**config.mk**
```make
export PLATFORM = sky130hd
export DESIGN_NAME = iec_top
export DESIGN_NICKNAME = d
export VERILOG_FILES = /design/src/include/iec_pkg.sv /design/src/design/iec_top.sv
export SDC_FILE = /design/constraint.sdc
export NUM_CORES = 1
export LEC_CHECK = 0
export BUFFER_PORTS_ARGS = -buffer_cell sky130_fd_sc_hd__buf_2
export CELL_PAD_IN_SITES_DETAIL_PLACEMENT = 1
export CELL_PAD_IN_SITES_GLOBAL_PLACEMENT = 1
export CORE_AREA = 2 2 81 83
export DETAILED_ROUTE_END_ITERATION = 8
export DIE_AREA = 0 0 83 85
export PLACE_DENSITY = 0.87
export SLEW_MARGIN = 15
export SYNTH_ARGS = -nofsm -noshare
export SYNTH_HDL_FRONTEND = slang
export SYNTH_SLANG_ARGS = --single-unit
```
**constraint.sdc**
```tcl
create_clock -name ref_clk -period 4.2 [get_ports ref_clk]
set_input_delay 0 -clock ref_clk [delete_from_list [all_inputs] [get_ports ref_clk]]
set_output_delay 0 -clock ref_clk [all_outputs]
set_load 0.1 [all_outputs]
```
**src/include/iec_pkg.sv**
```systemverilog
// Constants, register map and field layout of the interval event counter.
// Function
// - Mode register bit 3 self-clearing start bit
// - Reset clears the whole mode register
// - Write-only flag gates toggle onto output pin
// - Every match inverts the toggle flip-flop
// - Writing start bit resets toggle flip-flop
// - Reset clears output enable and toggle
// - Pin, modulo, count, flag always accessible
// - Bit 2 low stops count pulses
// - Bit 2 high feeds selected pulse source
// - Select codes 4 to 7 map to four fixed resolutions
// - Count equal to modulo: match, clear count
// - Match interval is (modulo plus one) pulses
// - Event input divided by count on pin
// - Count timing offered as serial shift clock
`default_nettype none

package iec_pkg;

  localparam int unsigned ADDR_W = 12;
  localparam int unsigned DATA_W = 8;

  // Register offsets.
  localparam logic [11:0] OFF_MODE    = 12'hfa0;
  localparam logic [11:0] OFF_OE_FLAG = 12'hfa2;
  localparam logic [11:0] OFF_LIMIT   = 12'hfa4;
  localparam logic [11:0] OFF_COUNT   = 12'hfa6;
  localparam logic [11:0] OFF_STATUS  = 12'hfa8;
  localparam logic [11:0] OFF_CLEAR   = 12'hfa9;
  localparam logic [11:0] OFF_ENABLE  = 12'hfaa;
  localparam logic [11:0] OFF_PIN     = 12'hfac;

  // Mode register fields.
  localparam int unsigned MODE_RUN_BIT   = 2;
  localparam int unsigned MODE_START_BIT = 3;
  localparam int unsigned MODE_SEL_LO    = 4;
  localparam int unsigned MODE_SEL_HI    = 6;
  localparam logic [7:0]  MODE_WMASK     = 8'h7c;
  localparam logic [7:0]  MODE_RESET     = 8'h00;
  localparam int unsigned STAT_MATCH_BIT = 0;

  // Count pulse source codes.
  localparam logic [2:0] SEL_EV_RISE = 3'h0;
  localparam logic [2:0] SEL_EV_FALL = 3'h1;
  localparam logic [2:0] SEL_DIV_A   = 3'h4;
  localparam logic [2:0] SEL_DIV_B   = 3'h5;
  localparam logic [2:0] SEL_DIV_C   = 3'h6;
  localparam logic [2:0] SEL_DIV_D   = 3'h7;

  // Count pulse periods in nanoseconds and the ref_clk period.
  localparam int unsigned CLK_PERIOD_NS = 8;
  localparam int unsigned RES_A_NS      = 171000;
  localparam int unsigned RES_B_NS      = 42700;
  localparam int unsigned RES_C_NS      = 10700;
  localparam int unsigned RES_D_NS      = 2670;
  localparam int unsigned TICKS_A = RES_A_NS / CLK_PERIOD_NS;
  localparam int unsigned TICKS_B = RES_B_NS / CLK_PERIOD_NS;
  localparam int unsigned TICKS_C = RES_C_NS / CLK_PERIOD_NS;
  localparam int unsigned TICKS_D = RES_D_NS / CLK_PERIOD_NS;

  localparam int unsigned PRESC_W = 16;

endpackage : iec_pkg

`default_nettype wire

```
**src/design/iec_top.sv**
```systemverilog
// Interval event counter with register port, pin gating and interrupt.
`timescale 1ns/100ps
`default_nettype none

module iec_top #(
  parameter int unsigned TICKS_A = iec_pkg::TICKS_A,
  parameter int unsigned TICKS_B = iec_pkg::TICKS_B,
  parameter int unsigned TICKS_C = iec_pkg::TICKS_C,
  parameter int unsigned TICKS_D = iec_pkg::TICKS_D
) (
  input  wire logic        ref_clk,
  input  wire logic        reset_n,
  input  wire logic [11:0] addr,
  input  wire logic [7:0]  wdata,
  input  wire logic        wr_en,
  input  wire logic        rd_en,
  output var  logic [7:0]  rdata_q,
  input  wire logic        event_input_pin,
  output var  logic        counter_output_pin_q,
  output var  logic        counter_output_pin_oe_n_q,
  output var  logic        shift_tick_q,
  output var  logic        irq_q
);

  localparam int unsigned PW = iec_pkg::PRESC_W;

  //////////////////////////////////////////////////////////////////////////
  // Reset release.

  logic rst_s1_q;
  logic rst_n_q;

  always_ff @(posedge ref_clk or negedge reset_n) begin
    if (!reset_n) begin
      rst_s1_q <= 1'b0;
      rst_n_q  <= 1'b0;
    end else begin
      rst_s1_q <= 1'b1;
      rst_n_q  <= rst_s1_q;
    end
  end

  //////////////////////////////////////////////////////////////////////////
  // Event pin synchroniser and edge detection.

  logic ev_s1_q;
  logic ev_s2_q;
  logic ev_s3_q;
  wire  ev_rise;
  wire  ev_fall;

  always_ff @(posedge ref_clk or negedge rst_n_q) begin
    if (!rst_n_q) begin
      ev_s1_q <= 1'b0;
      ev_s2_q <= 1'b0;
      ev_s3_q <= 1'b0;
    end else begin
      ev_s1_q <= event_input_pin;
      ev_s2_q <= ev_s1_q;
      ev_s3_q <= ev_s2_q;
    end
  end

  assign ev_rise = ev_s2_q & ~ev_s3_q;
  assign ev_fall = ~ev_s2_q & ev_s3_q;

  //////////////////////////////////////////////////////////////////////////
  // Register decode.

  wire sel_mode;
  wire sel_oe;
  wire sel_limit;
  wire sel_count;
  wire sel_status;
  wire sel_clear;
  wire sel_enable;
  wire sel_pin;

  assign sel_mode   = (addr == iec_pkg::OFF_MODE);
  assign sel_oe     = (addr == iec_pkg::OFF_OE_FLAG);
  assign sel_limit  = (addr == iec_pkg::OFF_LIMIT);
  assign sel_count  = (addr == iec_pkg::OFF_COUNT);
  assign sel_status = (addr == iec_pkg::OFF_STATUS);
  assign sel_clear  = (addr == iec_pkg::OFF_CLEAR);
  assign sel_enable = (addr == iec_pkg::OFF_ENABLE);
  assign sel_pin    = (addr == iec_pkg::OFF_PIN);

  wire wr_mode;
  wire wr_oe;
  wire wr_limit;
  wire wr_clear;
  wire wr_enable;
  wire start;

  assign wr_mode   = wr_en & sel_mode;
  assign wr_oe     = wr_en & sel_oe;
  assign wr_limit  = wr_en & sel_limit;
  assign wr_clear  = wr_en & sel_clear;
  assign wr_enable = wr_en & sel_enable;
  // A start clears the count, the prescaler and the toggle.
  assign start     = wr_mode & wdata[iec_pkg::MODE_START_BIT];

  //////////////////////////////////////////////////////////////////////////
  // Control registers.

  logic [7:0] mode_q;
  logic [7:0] mode_d;
  logic       oe_flag_q;
  logic [7:0] limit_q;
  logic       irq_en_q;

  // The start bit is held for exactly the cycle after the write and then
  // drops by itself, since counting restarts in that same cycle.
  assign mode_d = wr_mode
                ? (wdata & iec_pkg::MODE_WMASK)
                : (mode_q & ~(8'h01 << iec_pkg::MODE_START_BIT));

  always_ff @(posedge ref_clk or negedge rst_n_q) begin
    if (!rst_n_q) begin
      mode_q    <= iec_pkg::MODE_RESET;
      oe_flag_q <= 1'b0;
      limit_q   <= 8'hff;
      irq_en_q  <= 1'b0;
    end else begin
      mode_q <= mode_d;
      if (wr_oe) begin
        oe_flag_q <= wdata[0];
      end
      if (wr_limit) begin
        limit_q <= wdata;
      end
      if (wr_enable) begin
        irq_en_q <= wdata[iec_pkg::STAT_MATCH_BIT];
      end
    end
  end

  //////////////////////////////////////////////////////////////////////////
  // Count pulse generation.

  wire       run;
  wire [2:0] src_sel;
  wire       src_internal;

  assign run     = mode_q[iec_pkg::MODE_RUN_BIT];
  assign src_sel = mode_q[iec_pkg::MODE_SEL_HI:iec_pkg::MODE_SEL_LO];
  assign src_internal = src_sel[2];

  wire [PW-1:0] presc_top;

  assign presc_top =
      (src_sel == iec_pkg::SEL_DIV_A) ? PW'(TICKS_A - 1) :
      (src_sel == iec_pkg::SEL_DIV_B) ? PW'(TICKS_B - 1) :
      (src_sel == iec_pkg::SEL_DIV_C) ? PW'(TICKS_C - 1) :
                                        PW'(TICKS_D - 1);

  logic [PW-1:0] presc_q;
  logic [PW-1:0] presc_d;
  wire           presc_hit;

  assign presc_hit = (presc_q == presc_top);

  // The divider idles at zero while stopped so a new run starts with a
  // full first period.
  assign presc_d = (start | presc_hit | ~run | ~src_internal)
                 ? '0
                 : presc_q + PW'(1);

  wire ext_pulse;
  wire raw_pulse;
  wire count_pulse;

  assign ext_pulse =
      ((src_sel == iec_pkg::SEL_EV_RISE) & ev_rise) |
      ((src_sel == iec_pkg::SEL_EV_FALL) & ev_fall);

  assign raw_pulse = src_internal ? presc_hit : ext_pulse;

  // Forbidden codes leave raw_pulse low and the count frozen.
  assign count_pulse = run & raw_pulse & ~start;

  always_ff @(posedge ref_clk or negedge rst_n_q) begin
    if (!rst_n_q) begin
      presc_q <= '0;
    end else begin
      presc_q <= presc_d;
    end
  end

  //////////////////////////////////////////////////////////////////////////
  // Count register, comparator and toggle flip-flop.

  logic [7:0] count_q;
  logic [7:0] count_d;
  logic       toggle_q;
  logic       toggle_d;
  wire        match;

  // The compare happens on the pulse that would pass the limit, so the
  // count walks 0..limit and a match arrives every limit+1 pulses.
  assign match = count_pulse & (count_q == limit_q);

  assign count_d = start       ? 8'h00 :
                   match       ? 8'h00 :
                   count_pulse ? count_q + 8'h01 :
                                 count_q;

  assign toggle_d = start ? 1'b0 :
                    match ? ~toggle_q :
                            toggle_q;

  always_ff @(posedge ref_clk or negedge rst_n_q) begin
    if (!rst_n_q) begin
      count_q  <= 8'h00;
      toggle_q <= 1'b0;
    end else begin
      count_q  <= count_d;
      toggle_q <= toggle_d;
    end
  end

  //////////////////////////////////////////////////////////////////////////
  // Match interrupt flag.

  logic match_flag_q;
  wire  match_flag_d;
  wire  flag_clr;

  assign flag_clr = wr_clear & wdata[iec_pkg::STAT_MATCH_BIT];

  // A match in the same cycle as a clear keeps the flag set.
  assign match_flag_d = match | (match_flag_q & ~flag_clr);

  always_ff @(posedge ref_clk or negedge rst_n_q) begin
    if (!rst_n_q) begin
      match_flag_q <= 1'b0;
    end else begin
      match_flag_q <= match_flag_d;
    end
  end

  //////////////////////////////////////////////////////////////////////////
  // Read data, one cycle after the strobe and zero otherwise.

  wire [7:0] rd_mux;

  assign rd_mux =
      sel_mode   ? mode_q :
      sel_limit  ? limit_q :
      sel_count  ? count_q :
      sel_status ? {7'h00, match_flag_q} :
      sel_enable ? {7'h00, irq_en_q} :
      sel_pin    ? {7'h00, ev_s2_q} :
                   8'h00;

  always_ff @(posedge ref_clk or negedge rst_n_q) begin
    if (!rst_n_q) begin
      rdata_q <= 8'h00;
    end else begin
      rdata_q <= rd_en ? rd_mux : 8'h00;
    end
  end

  //////////////////////////////////////////////////////////////////////////
  // Registered outputs.

  // The pin is loaded from toggle_d, so it changes in the same cycle as the toggle; the enable is
  // active low so a disabled pin floats.
  always_ff @(posedge ref_clk or negedge rst_n_q) begin
    if (!rst_n_q) begin
      counter_output_pin_q      <= 1'b0;
      counter_output_pin_oe_n_q <= 1'b1;
      shift_tick_q              <= 1'b0;
      irq_q                     <= 1'b0;
    end else begin
      counter_output_pin_q      <= toggle_d;
      counter_output_pin_oe_n_q <= ~(wr_oe ? wdata[0] : oe_flag_q);
      shift_tick_q              <= count_pulse;
      irq_q                     <= match_flag_d & irq_en_q;
    end
  end

endmodule // iec_top

`default_nettype wire

```
==> run summary <==
Final Skew: 0.01106 ns
Final period util: 70.11%
Static Leak: 0.001570 uW
gr busiest metal: met2
Setup CP Type: register to register
Starting Density: 47.03%
Syn Inst Count: 284
CP peak stage delay: 0.61 ns
GR Util met3: 3.794%
gr usage total: 22.86%
drt drc: 0
Worst slew margin: 34.63%
routed vias/inst: 5.809
Mapped Nets: 311
vias: 2399
count of final hold-check violations: 0
Initial DRC Count: 234
RSZ-0062 raised after global routing: false
top cell type's share of synthesized area: 41.17%
die width: 83 um
Final HPWL DP: 5329 um
Sequential Power Share: 49.8%
reg2reg setup slack: 1.26 ns
IO Pins: 37
# port buffers: 36
final setup violating endpoints: 0
WL per Instance: 18.31 um
GRT met2 Usage: 36.22%
sw frac: 22.95%
Max Freq: 0.3396 GHz
Skew-Pair Late Insertion Delay: 0.34 ns
Area Growth Syn to Fin: 19.00%
filler instances: 696
run status: complete, no violations
first-pass GRT wire length: 12480 um
minimum clock period after layout: 2.945 ns
diodes inserted: 0
dominant synthesized flop cell: dfrtp_1
Post-synth ARST share: 100.0%
clock group share of total power: 45.5%
Slew Limit Fails: 0
CTS Root Buffer Type: clkbuf_8
CP max stage cell: or4_1
Clock Tree Buf Depth: 2
HP Class: input pin to register
Post-synth EDFFs: 0
met1 Usage GRT: 30.65%
Die ar.: 7055 um^2
Crit path required time: 4.47 ns
htree depth: 3
maximum vdd ir drop: 178.8 uV
Final ANT Viol Nets: 0
ratio of cells with drive above 1 in the final layout: 24.11%
Internal: 860.0 uW
Power Density: 321.5 nW/um^2
core box area: 6205 um^2
die height: 85 um
area leader, netlist: dfrtp_1
Gate power share: 4.7%
nets: 358
setup_tns: 0 ns
largest cells by area after synthesis: dfrtp_1 (41%), dfstp_2 (8.1%), mux2_2 (5.0%)
sequential-to-total area share from yosys stat: 49.27%
Final Util: 55.96%
post-synthesis cell area: 2918 um^2
Synth Register Bits: 57
GRT overflow: 0
# rows: 29
CP Capture Type: register
Clock transition at path regs: 0.07 ns
Critical Path Start Type: register
# resized after CTS: 0
# clock sinks: 57
synth unique cells: 51
max cap viols: 0
CP Cell Sequence: xnor2_1 -> or4b_4 -> a2111oi_4 -> a41oi_1 -> or4_1 -> a21oi_1
Syn Area/Cell: 10.27 um^2
Data arrival, critical path: 3.22 ns
initial antenna violation count: 0
Psw: 256.1 uW
vias in the first global route: 2433
gpl congestion: 0.8792
Yosys warning count: 0
CTS buffer count: 9
DR pass1 iterations: 5
pin count of the biggest net entering global routing: 56
CP max FO: 15
drt total wl: 7563 um
TritonCTS clock tree: yes
Worst-Margin Slew: 0.9730 ns
metrics by stage:
step | power, uW | cells | setup slack [ns] | hold WS, ns | area (um^2)
6_report | 1116 | 413 | 1.255 | 0.04857 | 3472
2_1_floorplan | 587.1 | 284 | 1.803 | -0.2956 | 2918
5_1_grt | 1164 | 413 | 1.046 | 0.06184 | 3472
3_5_place_dp | 608.5 | 385 | 1.244 | -0.2130 | 3157
3_3_place_gp | 607.0 | 385 | 1.325 | -0.2144 | 3157
4_1_cts | 1131 | 413 | 1.236 | 0.02800 | 3472
worst max-delay path: cells and delay by family (launching register included):
kind             cells  cell delay (ns)
AO/OA/AOI/OAI        3             1.00
flip-flops           1             0.60
AND/OR/NAND/NOR      2             1.12
XOR/XNOR             1             0.16
flip-flops by register name (all words and copies together), names as in the netlist, 5 cells and up:
signal   count
presc_q     16
count_q      8
limit_q      8
rdata_q      8
mode_q       5
layout make-up:
class,instances,area [um^2],area share [%]
clock buffers,10,137.6,3.964
clock inverters,6,57.56,1.658
inverters,7,26.28,0.7568
multi-input cells,206,1400,40.32
flip-flops and latches,57,1439,41.44
well taps,77,96.34,2.775
repair buffers,50,315.3,9.081
routing by layer:
| metal | vias to the layer above | wire length [um] |
|---|---|---|
| met4 | 0 | 139 |
| li1 | 1115 | - |
| met2 | 65 | 3672 |
| met1 | 1210 | 3477 |
| met3 | 9 | 273 |
| met5 | - | 0 |
path summary, 6_finish.rpt:
path                                  startpoint                    end  cells after the start
max in group asynchronous      rst_n_q$_DFF_PN0_   rdata_q[7]$_DFF_PN0_                      1
setup reg to reg           mode_q[5]$_DFFE_PN0P_   toggle_q$_DFFE_PN0P_                      6
min in group asynchronous      rst_n_q$_DFF_PN0_  presc_q[13]$_DFF_PN0_                      1
hold reg to reg               rst_s1_q$_DFF_PN0_      rst_n_q$_DFF_PN0_                      0
setup / recovery           mode_q[5]$_DFFE_PN0P_   toggle_q$_DFFE_PN0P_                      6
hold / removal                           addr[1]   irq_en_q$_DFFE_PN0P_                      3
layout by cell type, fill, tap and decap left out, types with 2 or more instances in the layout:
cell type | Yosys | layout
dlygate4sd3_1 | 0 | 12
nand3b_1 | 2 | 2
nor4_1 | 3 | 3
buf_2 | 1 | 36
xnor2_1 | 7 | 7
nand4_1 | 12 | 12
mux2_2 | 13 | 13
nand2b_1 | 3 | 3
nor2_1 | 35 | 35
o2bb2ai_1 | 6 | 6
nand3_1 | 13 | 13
ha_1 | 2 | 2
a211oi_1 | 6 | 6
a222oi_1 | 5 | 5
and3_1 | 5 | 5
nor2b_1 | 10 | 10
clkinv_2 | 0 | 4
a22oi_1 | 2 | 2
mux2i_1 | 3 | 3
nor3_1 | 2 | 2
nand2_1 | 19 | 19
inv_1 | 6 | 6
dfstp_2 | 9 | 9
or2_1 | 3 | 3
o31ai_1 | 4 | 4
nor4b_1 | 2 | 2
nand4b_1 | 4 | 4
clkbuf_8 | 0 | 10
xor2_1 | 16 | 16
a21oi_1 | 4 | 4
dfrtp_1 | 48 | 47
o21ai_0 | 5 | 5
buf_4 | 0 | 2
synthesized netlist by cell type, drive strengths merged, types with 2 or more instances:
cell	n
nor4	3
a22oi	2
nand3b	2
xor2	16
nand2	19
o2bb2ai	6
a222oi	5
dfstp	9
dfrtp	48
o31ai	4
nand4b	4
nand4	12
nor2b	10
nor2	35
nor4b	2
ha	2
xnor2	7
nand2b	3
and3	5
inv	7
o21ai	6
mux2	14
or2	3
nand3	13
clkbuf	13
nor3	3
a21oi	4
mux2i	3
a211oi	6
power groups by stage:
stage | combinational (uW) | clock (uW) | sequential (uW)
finish | 52.0 | 508 | 556
global route | 57.4 | 551 | 556
CTS | 52.0 | 523 | 556
detailed placement | 42.8 | 0 | 566
global placement | 41.5 | 0 | 565
floorplan | 12.0 | 0 | 575
cells by family after synthesis:
kind of cell             after synthesis  share of synthesized area, %
AND/OR/NAND/NOR                      121                         22.13
flip-flops                            57                         49.27
AO/OA/AOI/OAI                         42                         11.54
XOR/XNOR                              23                         6.904
buffers and inverters                 21                         2.744
multiplexers                          17                         6.432
adder cells (fa/ha/maj)                2                        0.8575
other                                  1                        0.1285
timing repair:
item | CTS | global route
endpoints found under the hold margin | 25 | 0
hold buffers | 12 | 0
buffers inserted | 0 | 0
Note: power is estimated with default switching activity, not from simulation.
